**src/rtl/du_pkg.sv**
```systemverilog
// Overview of operation
// - Gate bit drives interrupt pin in first bus style only, auxiliary port low.
// - Second bus style holds channel B interrupt low.
// - Active-low transmit ready shows holding register state.
// - Active-low receive ready shows holding register state.
// - Standard mode: transmit line high when idle.
// - Infrared mode: transmit line rests low.
// - Infrared receive polarity inversion before decoder.
// - Request-to-send doubles as half-duplex direction control.
// - Clear-to-send gates transmit; state visible in status.
// - Set-ready, carrier, ring inputs never affect operation.
// - Terminal-ready output, usable as general output.
// - Bus-select high first style, low second.
// - Second style: channel A open-drain device interrupt.
package du_pkg;

    // Register indices within a channel; address bit 3 selects the channel.
    localparam logic [2:0] DU_REG_DATA        = 3'h0;
    localparam logic [2:0] DU_REG_MODEM_CTRL  = 3'h1;
    localparam logic [2:0] DU_REG_FEATURE     = 3'h2;
    localparam logic [2:0] DU_REG_FLOW        = 3'h3;
    localparam logic [2:0] DU_REG_MODEM_STAT  = 3'h4;
    localparam logic [2:0] DU_REG_INT_STATUS  = 3'h5;
    localparam logic [2:0] DU_REG_INT_MASK    = 3'h6;
    localparam int unsigned DU_CHAN_ADDR_BIT  = 3;

    // Field positions.
    localparam int unsigned DU_MCR_TERMINAL_READY = 0;
    localparam int unsigned DU_MCR_REQUEST_SEND   = 1;
    localparam int unsigned DU_MCR_IRQ_GATE       = 3;
    localparam int unsigned DU_MCR_INFRARED       = 6;
    localparam int unsigned DU_FCTR_IR_INVERT     = 2;
    localparam int unsigned DU_FCTR_HALF_DUPLEX   = 3;
    localparam int unsigned DU_EFR_AUTO_REQUEST   = 6;
    localparam int unsigned DU_EFR_AUTO_CLEAR     = 7;
    localparam int unsigned DU_MSR_CLEAR_TO_SEND  = 4;
    localparam int unsigned DU_MSR_SET_READY      = 5;
    localparam int unsigned DU_MSR_RING           = 6;
    localparam int unsigned DU_MSR_CARRIER        = 7;
    localparam int unsigned DU_INT_TX_EMPTY       = 0;
    localparam int unsigned DU_INT_RX_FULL        = 1;
    localparam int unsigned DU_INT_CTS_CHANGE     = 2;

    // Synchronised pin inputs of one channel.
    localparam int unsigned DU_IN_RX     = 0;
    localparam int unsigned DU_IN_CTS    = 1;
    localparam int unsigned DU_IN_DSR    = 2;
    localparam int unsigned DU_IN_CD     = 3;
    localparam int unsigned DU_IN_RI     = 4;
    localparam int unsigned DU_SYNC_INS  = 5;

    // Timing: clock, line rate, oversampling and frame shape.
    localparam int unsigned DU_CLK_HZ           = 200_000_000;
    localparam int unsigned DU_BAUD_DEFAULT     = 115_200;
    localparam int unsigned DU_OVERSAMPLE       = 16;
    localparam int unsigned DU_TICK_DIV_DEFAULT = DU_CLK_HZ / (DU_BAUD_DEFAULT * DU_OVERSAMPLE);
    localparam logic [3:0]  DU_LAST_TICK        = 4'hf;
    localparam logic [3:0]  DU_MID_TICK         = 4'h7;
    localparam logic [3:0]  DU_IR_PULSE_TICKS   = 4'h3;
    localparam logic [4:0]  DU_IR_STRETCH       = 5'h10;
    localparam logic [3:0]  DU_STOP_BIT         = 4'h9;
    localparam logic [7:0]  DU_REG_RESET        = 8'h00;

    typedef struct packed {
        logic [7:0]                   mcr;
        logic [7:0]                   fctr;
        logic [7:0]                   efr;
        logic [7:0]                   isr;
        logic [7:0]                   imr;
        logic [7:0]                   transmit_holding_reg;
        logic                         thrFull;
        logic [7:0]                   receive_holding_reg;
        logic                         rhrFull;
        logic [9:0]                   txShift;
        logic [3:0]                   txBit;
        logic [3:0]                   txTick;
        logic                         txBusy;
        logic [7:0]                   rxShift;
        logic [3:0]                   rxBit;
        logic [3:0]                   rxTick;
        logic                         rxBusy;
        logic [4:0]                   irStretch;
        logic                         serialOut;
        logic [DU_SYNC_INS-1:0][2:0]  sync;
        logic [DU_SYNC_INS-1:0]       filt;
    } du_chan_type;

    typedef struct packed {
        du_chan_type [1:0] chan;
        logic [15:0]       tickCnt;
        logic [2:0]        busSync;
        logic              busStyle;
        logic [7:0]        rdata;
    } du_state_type;

    // Pins idle high, so synchronisers and filtered levels start high.
    localparam du_chan_type DU_CHAN_RESET = '{sync: '1, filt: '1, serialOut: 1'b1, default: '0};
    localparam du_state_type DU_STATE_RESET = '{chan: {DU_CHAN_RESET, DU_CHAN_RESET},
                                                busSync: 3'h7, busStyle: 1'b1, default: '0};

endpackage

```
**src/rtl/du_uart_pins.sv**
```systemverilog
`timescale 1ns/1ps
`default_nettype none
module du_uart_pins
    import du_pkg::*;
#(
    parameter int unsigned TICK_DIV = DU_TICK_DIV_DEFAULT
) (
    input  wire logic       clk,
    input  wire logic       resetn,
    input  wire logic [3:0] regAddr,
    input  wire logic [7:0] regWdata,
    input  wire logic       regWe,
    input  wire logic       regRe,
    output logic      [7:0] regRdata,
    output logic            irq,
    input  wire logic       busStyleSel,
    output logic            chanAInterruptOut,
    output logic            chanAInterruptOe,
    output logic            chanBInterruptOut,
    output logic            chanBInterruptOe,
    output logic            chanAAuxPort_n,
    output logic            chanBAuxPort_n,
    output logic            chanATxReady_n,
    output logic            chanARxReady_n,
    output logic            chanBTxReady_n,
    output logic            chanBRxReady_n,
    output logic            chanASerialOut,
    input  wire logic       chanASerialIn,
    output logic            chanARequestToSend_n,
    input  wire logic       chanAClearToSend_n,
    output logic            chanATerminalReady_n,
    input  wire logic       chanASetReady_n,
    input  wire logic       chanACarrierDetect_n,
    input  wire logic       chanARingIndicator_n,
    output logic            chanBSerialOut,
    input  wire logic       chanBSerialIn,
    output logic            chanBRequestToSend_n,
    input  wire logic       chanBClearToSend_n,
    output logic            chanBTerminalReady_n,
    input  wire logic       chanBSetReady_n,
    input  wire logic       chanBCarrierDetect_n,
    input  wire logic       chanBRingIndicator_n
);

    du_state_type                         st_q;
    du_state_type                         st_d;
    logic [1:0][DU_SYNC_INS-1:0]          pinIn;
    logic [1:0]                           chanIrq;
    logic                                 tickEn;

    // Gather the pins of each channel so both channels share one description.
    assign pinIn[0] = {chanARingIndicator_n, chanACarrierDetect_n, chanASetReady_n,
                       chanAClearToSend_n, chanASerialIn};
    assign pinIn[1] = {chanBRingIndicator_n, chanBCarrierDetect_n, chanBSetReady_n,
                       chanBClearToSend_n, chanBSerialIn};
    assign tickEn = (st_q.tickCnt == 16'(TICK_DIV - 1));

    // Next-state logic for the divider, the bus-style strap and both channels.
    always_comb begin
        du_chan_type c;
        du_chan_type n;
        logic        hit;
        logic        pulse;
        logic        rxLine;
        logic        ctsActive;
        logic [7:0]  ev;
        logic [7:0]  clr;
        logic [7:0]  rd;
        c         = DU_CHAN_RESET;
        n         = DU_CHAN_RESET;
        hit       = 1'b0;
        pulse     = 1'b0;
        rxLine    = 1'b1;
        ctsActive = 1'b0;
        ev        = 8'h00;
        clr       = 8'h00;
        rd        = 8'h00;
        st_d      = st_q;
        st_d.rdata = 8'h00;
        st_d.tickCnt = tickEn ? 16'h0000 : st_q.tickCnt + 16'h0001;
        // The strap pin is sampled continuously; a level counts once stages two and three agree.
        st_d.busSync = {st_q.busSync[1:0], busStyleSel};
        if (st_q.busSync[1] == st_q.busSync[2]) begin
            st_d.busStyle = st_q.busSync[2];
        end
        for (int ch = 0; ch < 2; ch++) begin
            c   = st_q.chan[ch];
            n   = c;
            ev  = 8'h00;
            hit = (regAddr[DU_CHAN_ADDR_BIT] == 1'(ch));
            for (int i = 0; i < DU_SYNC_INS; i++) begin
                n.sync[i] = {c.sync[i][1:0], pinIn[ch][i]};
                if (c.sync[i][1] == c.sync[i][2]) begin
                    n.filt[i] = c.sync[i][2];
                end
            end
            ctsActive = ~c.filt[DU_IN_CTS];
            if (n.filt[DU_IN_CTS] != c.filt[DU_IN_CTS]) begin
                ev[DU_INT_CTS_CHANGE] = 1'b1;
            end
            // Infrared receive: optional inversion, then a pulse stretched to one bit time.
            pulse = c.filt[DU_IN_RX] ^ c.fctr[DU_FCTR_IR_INVERT];
            if (pulse) begin
                n.irStretch = DU_IR_STRETCH;
            end else if (tickEn && c.irStretch != 5'h00) begin
                n.irStretch = c.irStretch - 5'h01;
            end
            rxLine = c.mcr[DU_MCR_INFRARED] ? ~(pulse | (c.irStretch != 5'h00)) : c.filt[DU_IN_RX];
            // Transmitter: start only when clear-to-send allows it under auto flow.
            if (!c.txBusy && c.thrFull && (!c.efr[DU_EFR_AUTO_CLEAR] || ctsActive)) begin
                n.txBusy  = 1'b1;
                n.txShift = {1'b1, c.transmit_holding_reg, 1'b0};
                n.txBit   = 4'h0;
                n.txTick  = 4'h0;
                n.thrFull = 1'b0;
                ev[DU_INT_TX_EMPTY] = 1'b1;
            end else if (c.txBusy && tickEn) begin
                n.txTick = c.txTick + 4'h1;
                if (c.txTick == DU_LAST_TICK) begin
                    n.txShift = {1'b1, c.txShift[9:1]};
                    n.txBit   = c.txBit + 4'h1;
                    n.txBusy  = (c.txBit != DU_STOP_BIT);
                end
            end
            // A full holding register refuses further writes.
            if (regWe && hit && regAddr[2:0] == DU_REG_DATA && !c.thrFull) begin
                n.transmit_holding_reg     = regWdata;
                n.thrFull = 1'b1;
            end
            // Reading data empties the receive holding register; a byte stored now wins.
            if (regRe && hit && regAddr[2:0] == DU_REG_DATA) begin
                n.rhrFull = 1'b0;
            end
            // Receiver: sixteen ticks per bit, sampled in the middle of each bit.
            if (tickEn) begin
                if (!c.rxBusy) begin
                    if (!rxLine) begin
                        n.rxBusy = 1'b1;
                        n.rxTick = 4'h0;
                        n.rxBit  = 4'h0;
                    end
                end else begin
                    n.rxTick = c.rxTick + 4'h1;
                    if (c.rxTick == DU_MID_TICK) begin
                        n.rxBit = c.rxBit + 4'h1;
                        if (c.rxBit == 4'h0) begin
                            n.rxBusy = ~rxLine;
                        end else if (c.rxBit != DU_STOP_BIT) begin
                            n.rxShift = {rxLine, c.rxShift[7:1]};
                        end else begin
                            n.rxBusy = 1'b0;
                            if (rxLine) begin
                                n.receive_holding_reg     = c.rxShift;
                                n.rhrFull = 1'b1;
                                ev[DU_INT_RX_FULL] = 1'b1;
                            end
                        end
                    end
                end
            end
            // Control register writes.
            if (regWe && hit) begin
                unique case (regAddr[2:0])
                    DU_REG_MODEM_CTRL: n.mcr  = regWdata;
                    DU_REG_FEATURE:    n.fctr = regWdata;
                    DU_REG_FLOW:       n.efr  = regWdata;
                    DU_REG_INT_MASK:   n.imr  = regWdata;
                    default:           n.mcr  = c.mcr;
                endcase
            end
            // Sticky status: writing a one clears, but an event in the same cycle wins.
            clr   = (regWe && hit && regAddr[2:0] == DU_REG_INT_STATUS) ? regWdata : 8'h00;
            n.isr = (c.isr & ~clr) | ev;
            // Standard mode shows the frame bit; infrared sends a short high pulse per zero bit.
            if (n.mcr[DU_MCR_INFRARED]) begin
                n.serialOut = n.txBusy && !n.txShift[0] && (n.txTick < DU_IR_PULSE_TICKS);
            end else begin
                n.serialOut = !n.txBusy || n.txShift[0];
            end
            // Read multiplexer; the set-ready, carrier and ring inputs are only reported, never acted on.
            rd = 8'h00;
            unique case (regAddr[2:0])
                DU_REG_DATA:       rd = c.receive_holding_reg;
                DU_REG_MODEM_CTRL: rd = c.mcr;
                DU_REG_FEATURE:    rd = c.fctr;
                DU_REG_FLOW:       rd = c.efr;
                DU_REG_MODEM_STAT: begin
                    rd[DU_MSR_CLEAR_TO_SEND] = ctsActive;
                    rd[DU_MSR_SET_READY]     = ~c.filt[DU_IN_DSR];
                    rd[DU_MSR_RING]          = ~c.filt[DU_IN_RI];
                    rd[DU_MSR_CARRIER]       = ~c.filt[DU_IN_CD];
                end
                DU_REG_INT_STATUS: rd = c.isr;
                DU_REG_INT_MASK:   rd = c.imr;
                default:           rd = 8'h00;
            endcase
            if (regRe && hit) begin
                st_d.rdata = rd;
            end
            st_d.chan[ch] = n;
        end
    end

    // Single state register with a synchronous reset.
    always_ff @(posedge clk) begin
        if (!resetn) begin
            st_q <= DU_STATE_RESET;
        end else begin
            st_q <= st_d;
        end
    end

    // A channel requests service while any unmasked status bit is set.
    assign chanIrq[0] = |(st_q.chan[0].isr & st_q.chan[0].imr);
    assign chanIrq[1] = |(st_q.chan[1].isr & st_q.chan[1].imr);
    assign irq        = |chanIrq;
    assign regRdata   = st_q.rdata;

    // First style: gated active drivers. Second style: A is open-drain device interrupt, B held low.
    assign chanAInterruptOut = st_q.busStyle ? chanIrq[0] : 1'b0;
    assign chanAInterruptOe  = st_q.busStyle ? st_q.chan[0].mcr[DU_MCR_IRQ_GATE] : irq;
    assign chanBInterruptOut = st_q.busStyle ? chanIrq[1] : 1'b0;
    assign chanBInterruptOe  = st_q.busStyle ? st_q.chan[1].mcr[DU_MCR_IRQ_GATE] : 1'b1;
    assign chanAAuxPort_n    = ~st_q.chan[0].mcr[DU_MCR_IRQ_GATE];
    assign chanBAuxPort_n    = ~st_q.chan[1].mcr[DU_MCR_IRQ_GATE];

    // Ready outputs are low while the holding register can take or has a byte.
    assign chanATxReady_n = st_q.chan[0].thrFull;
    assign chanBTxReady_n = st_q.chan[1].thrFull;
    assign chanARxReady_n = ~st_q.chan[0].rhrFull;
    assign chanBRxReady_n = ~st_q.chan[1].rhrFull;
    assign chanASerialOut = st_q.chan[0].serialOut;
    assign chanBSerialOut = st_q.chan[1].serialOut;

    // Request-to-send: direction control wins, then auto flow, then the plain drive bit.
    // Auto flow only ever withdraws the drive bit, so software must set that bit first.
    function automatic logic rtsLevel(input du_chan_type c);
        if (c.fctr[DU_FCTR_HALF_DUPLEX]) begin
            return ~(c.txBusy | c.thrFull);
        end
        return ~(c.mcr[DU_MCR_REQUEST_SEND] & ~(c.efr[DU_EFR_AUTO_REQUEST] & c.rhrFull));
    endfunction
    assign chanARequestToSend_n = rtsLevel(st_q.chan[0]);
    assign chanBRequestToSend_n = rtsLevel(st_q.chan[1]);
    assign chanATerminalReady_n = ~st_q.chan[0].mcr[DU_MCR_TERMINAL_READY];
    assign chanBTerminalReady_n = ~st_q.chan[1].mcr[DU_MCR_TERMINAL_READY];

    // Checks are written against channel A, except chan_b_low_a on channel B's pin; channel B shares the same logic.
    logic writeA;
    assign writeA = regWe && !regAddr[DU_CHAN_ADDR_BIT];
endmodule
`default_nettype wire
```
**config.mk**
```make
export PLATFORM = sky130hd
export DESIGN_NAME = du_uart_pins
export DESIGN_NICKNAME = d
export VERILOG_FILES = /design/src/rtl/du_pkg.sv /design/src/rtl/du_uart_pins.sv
export SDC_FILE = /design/constraint.sdc
export NUM_CORES = 1
export LEC_CHECK = 0
export BUFFER_PORTS_ARGS = -buffer_cell sky130_fd_sc_hd__buf_2
export CAP_MARGIN = 20
export CORE_MARGIN = 8
export CORE_UTILIZATION = 45
export DETAILED_ROUTE_END_ITERATION = 6
export RECOVER_POWER = 100
export SYNTH_ARGS = -nofsm -noshare
export SYNTH_HDL_FRONTEND = slang
export SYNTH_SLANG_ARGS = --single-unit
export TNS_END_PERCENT = 20
```
**constraint.sdc**
```tcl
create_clock -name clk -period 5.35 [get_ports clk]
set_input_delay 1.605 -clock clk [delete_from_list [all_inputs] [get_ports clk]]
set_output_delay 1.605 -clock clk [all_outputs]
set_load 0.03 [all_outputs]
```
==> metrics.cfg <==
[timing]
finClkSkew_ns=0.00889
setup_viol=0
clock.fmax_ghz=0.278
min_period_over_period=0.672
layout_min_cycle_time_ns=3.59
maxSlewHeadroom=-0.0240
fin_setup_tns_ns=0
grt_setup_unrepaired=false
hold_viol=0
slew_violations=36
tightest_slew_ns=1.54

[pwr]
combinationalPowerShare=0.039
clkPwrFrac=0.503
p_seq_frac=0.458
p_switching_w=0.000952
ir_drop_v=0.000249
power.leakage_nw=4.90
swShare=0.214
power.density_nw_per_um2=344
internal-power_w=0.00351

[synthesis]
synth_edf_count=0
synth.top_cell.area_share=0.466
ys_async_sr_fraction=0
synth_fp_nets=1327
yosys.area.top_type=dfxtp_1
ys.warnings.count=0
yosys.cell_types.count=61
synth_area_per_cell_sq_um=8.99
synthFlopType=dfxtp_1
syn_area_sq_um=11500
synthCells=1281
seq_area_frac_synth=0.466
synth_area_leaders=dfxtp_1, mux2i_1, nor2_1
ys_seq_elements=268

[min_path]
hp-start=st_d[160]
whs_endpoint=st_d[161]
hp-class=flip-flop to flip-flop
hold_path_depth=1

[clock_network]
htreeDepth=1
cts.sinks=268
clockBufferDepth=3
clk_pin_slew_ns=0.06
clk_latency_ns=0.53
cts_tree=yes
cts_resized=0
numCtsBuffers=29
cts_setup_buffers=0
postCtsHoldBufs=0
root_buffer=clkbuf_16

[route]
vias=8845
viasPerCell=5.39
ant_nets=0
wire_per_inst_microns=17.0
dr.pass1.iters=5
wirelength_mm=27.9
drt-initial-drc-count=567
drcViolationCount=0

[place]
hpwl_mm=18.4
post_dp_cell_area_sq_um=11900
port_buffers=51
gp_congestion=0.812

[final_layout]
stdcell_area_sq_um=13000
antenna_cells=0
syn_to_final_growth_pct=12.5
nNetsFinal=1336
drive_above_1_share=0.0816

[run_status]
outcome=finished with violations
violations=max-capacitance violations, max-slew violations

[worst_setup_path]
max_stage_delay_ns=0.34
rrSetupSlack_ns=1.78
r2r_end=chanASerialOut
cp-end-kind=output port
crit_required_ns=3.74
critical_path.slowest_cell=dfxtp_1
critPathMaxFanout=3
crit_arrival_ns=1.99
critPathKind=flip-flop to output port
critPathTopFamily=simple AND/OR/NAND/NOR gates
path_buf_inv=1
crit_path_cell_trace=a22oi_1, nand4_1, or2_2, nor2_1, a21oi_1, clkbuf_1
r2r-start=st_q[22]
reg2regPathDepth=8
start_kind=flip-flop

[floorplan]
pin_count=52
start_util=0.458
die_h_microns=176
die_w_microns=176
die-area_sq_um=31000
coreArea_sq_um=25200
rows=58

[global_route]
track_usage=0.177
grt_antenna_before_repair=0
grt_pass1_vias=8434
grt_max_degree=82
gr-total-overflow=0
grt_pass1_wl_mm=45.1

[run]
cap_violations=1

## per-stage QoR
step | setup WS (ns) | utilization | hold slack, ns | instances | power, W
3_3_place_gp | 1.32 | 0.474 | 0.389 | 1589 | 0.00226
4_1_cts | 1.76 | 0.518 | 0.401 | 1641 | 0.00451
5_1_grt | 1.54 | 0.515 | 0.424 | 1641 | 0.00461
2_1_floorplan | 1.71 | - | 0.386 | 1281 | 0.00220
3_5_place_dp | 1.24 | 0.474 | 0.393 | 1589 | 0.00226
6_report | 1.76 | 0.515 | 0.400 | 1641 | 0.00446
## flip-flops by register name, indices dropped and copies added, names as in the netlist
signal          flops
chanASerialOut      1
chanATxReady_n      1
chanBSerialOut      1
chanBTxReady_n      1
regRdata            8
st_d               22
st_q              234
## logic make-up (layout without fill, tap and decap cells)
| kind of cell | after synthesis | in the layout | share of synthesized area |
|---|---|---|---|
| xor gates and xnor gates | 37 | 37 | 0.0281 |
| DFF | 268 | 268 | 0.466 |
| muxes | 145 | 145 | 0.138 |
| AOI/OAI and AO/OA | 192 | 192 | 0.106 |
| adders and majority gates | 19 | 19 | 0.0206 |
| buffers and inverters | 121 | 151 | 0.0427 |
| and+or+nand+nor | 499 | 499 | 0.199 |
## how the worst max path moves through the flow
stage                       end  startpoint  slack, ns  cells after the start
4_1_cts        chanAInterruptOe   st_q[116]       1.76                      6
3_5_place_dp     chanASerialOut  regAddr[0]       1.24                      7
6_report       chanAInterruptOe   st_q[116]       1.76                      6
2_1_floorplan    chanBSerialOut  regAddr[1]       1.71                      6
5_1_grt          chanBSerialOut  regAddr[0]       1.54                      7
3_3_place_gp     chanASerialOut  regAddr[0]       1.32                      7
## cells in the mapped netlist (5+ instances only)
master	n
dfxtp_1	268
nor2_1	234
mux2i_1	130
nand2_1	111
clkbuf_1	69
a21oi_1	64
o21ai_0	41
nand2b_1	38
inv_1	36
nand3_1	30
xnor2_1	21
a22oi_1	19
ha_1	19
xor2_1	16
a211oi_1	13
nand4_1	12
mux4_2	11
a311oi_1	10
buf_4	9
nor2b_1	9
and3_1	8
nor3_1	8
nor4_1	7
o211ai_1	7
o22a_1	7
or3_1	7
a31oi_1	6
nand3b_1	5
or4_1	5
## metal layers
metal	track usage	wire length, microns
met1	0.248	13300
met4	0.0456	639
met3	0.0250	1320
met2	0.283	12600
met5	0	0
## cells in the final DEF, fill, tap and decap left out, types with 7 or more instances in the layout
cell / n
mux2i_1: 130
o21ai_0: 41
nand2b_1: 38
ha_1: 19
o22a_1: 7
nor2b_1: 9
dfxtp_1: 268
a22oi_1: 19
a311oi_1: 10
clkbuf_16: 29
nor4_1: 7
nor2_1: 234
nand2_1: 111
bufinv_16: 8
xnor2_1: 21
nand4_1: 12
a21oi_1: 64
nand3_1: 30
mux4_2: 11
or3_1: 7
nor3_1: 8
xor2_1: 16
buf_2: 25
and3_1: 8
o211ai_1: 7
inv_1: 35
a211oi_1: 13
clkbuf_1: 36
## power by group through the flow
stage / Combinational (W) / Sequential (W) / Clock, W
floorplan: 0.000124 / 0.00208 / 0
global placement: 0.000174 / 0.00209 / 0
detailed placement: 0.000176 / 0.00209 / 0
CTS: 0.000176 / 0.00204 / 0.00230
global route: 0.000190 / 0.00204 / 0.00238
finish: 0.000173 / 0.00204 / 0.00224
## area by class of cell
class / instances / area [sq um]
Multi-Input combinational cell: 892 / 5670
Clock inverter: 18 / 305
Tap cell: 330 / 413
Fill cell: 2331 / 12200
Timing Repair Buffer: 63 / 279
Clock buffer: 34 / 785
Inverter: 36 / 138
Sequential cell: 268 / 5370
Power figures use the tool's default switching activity.
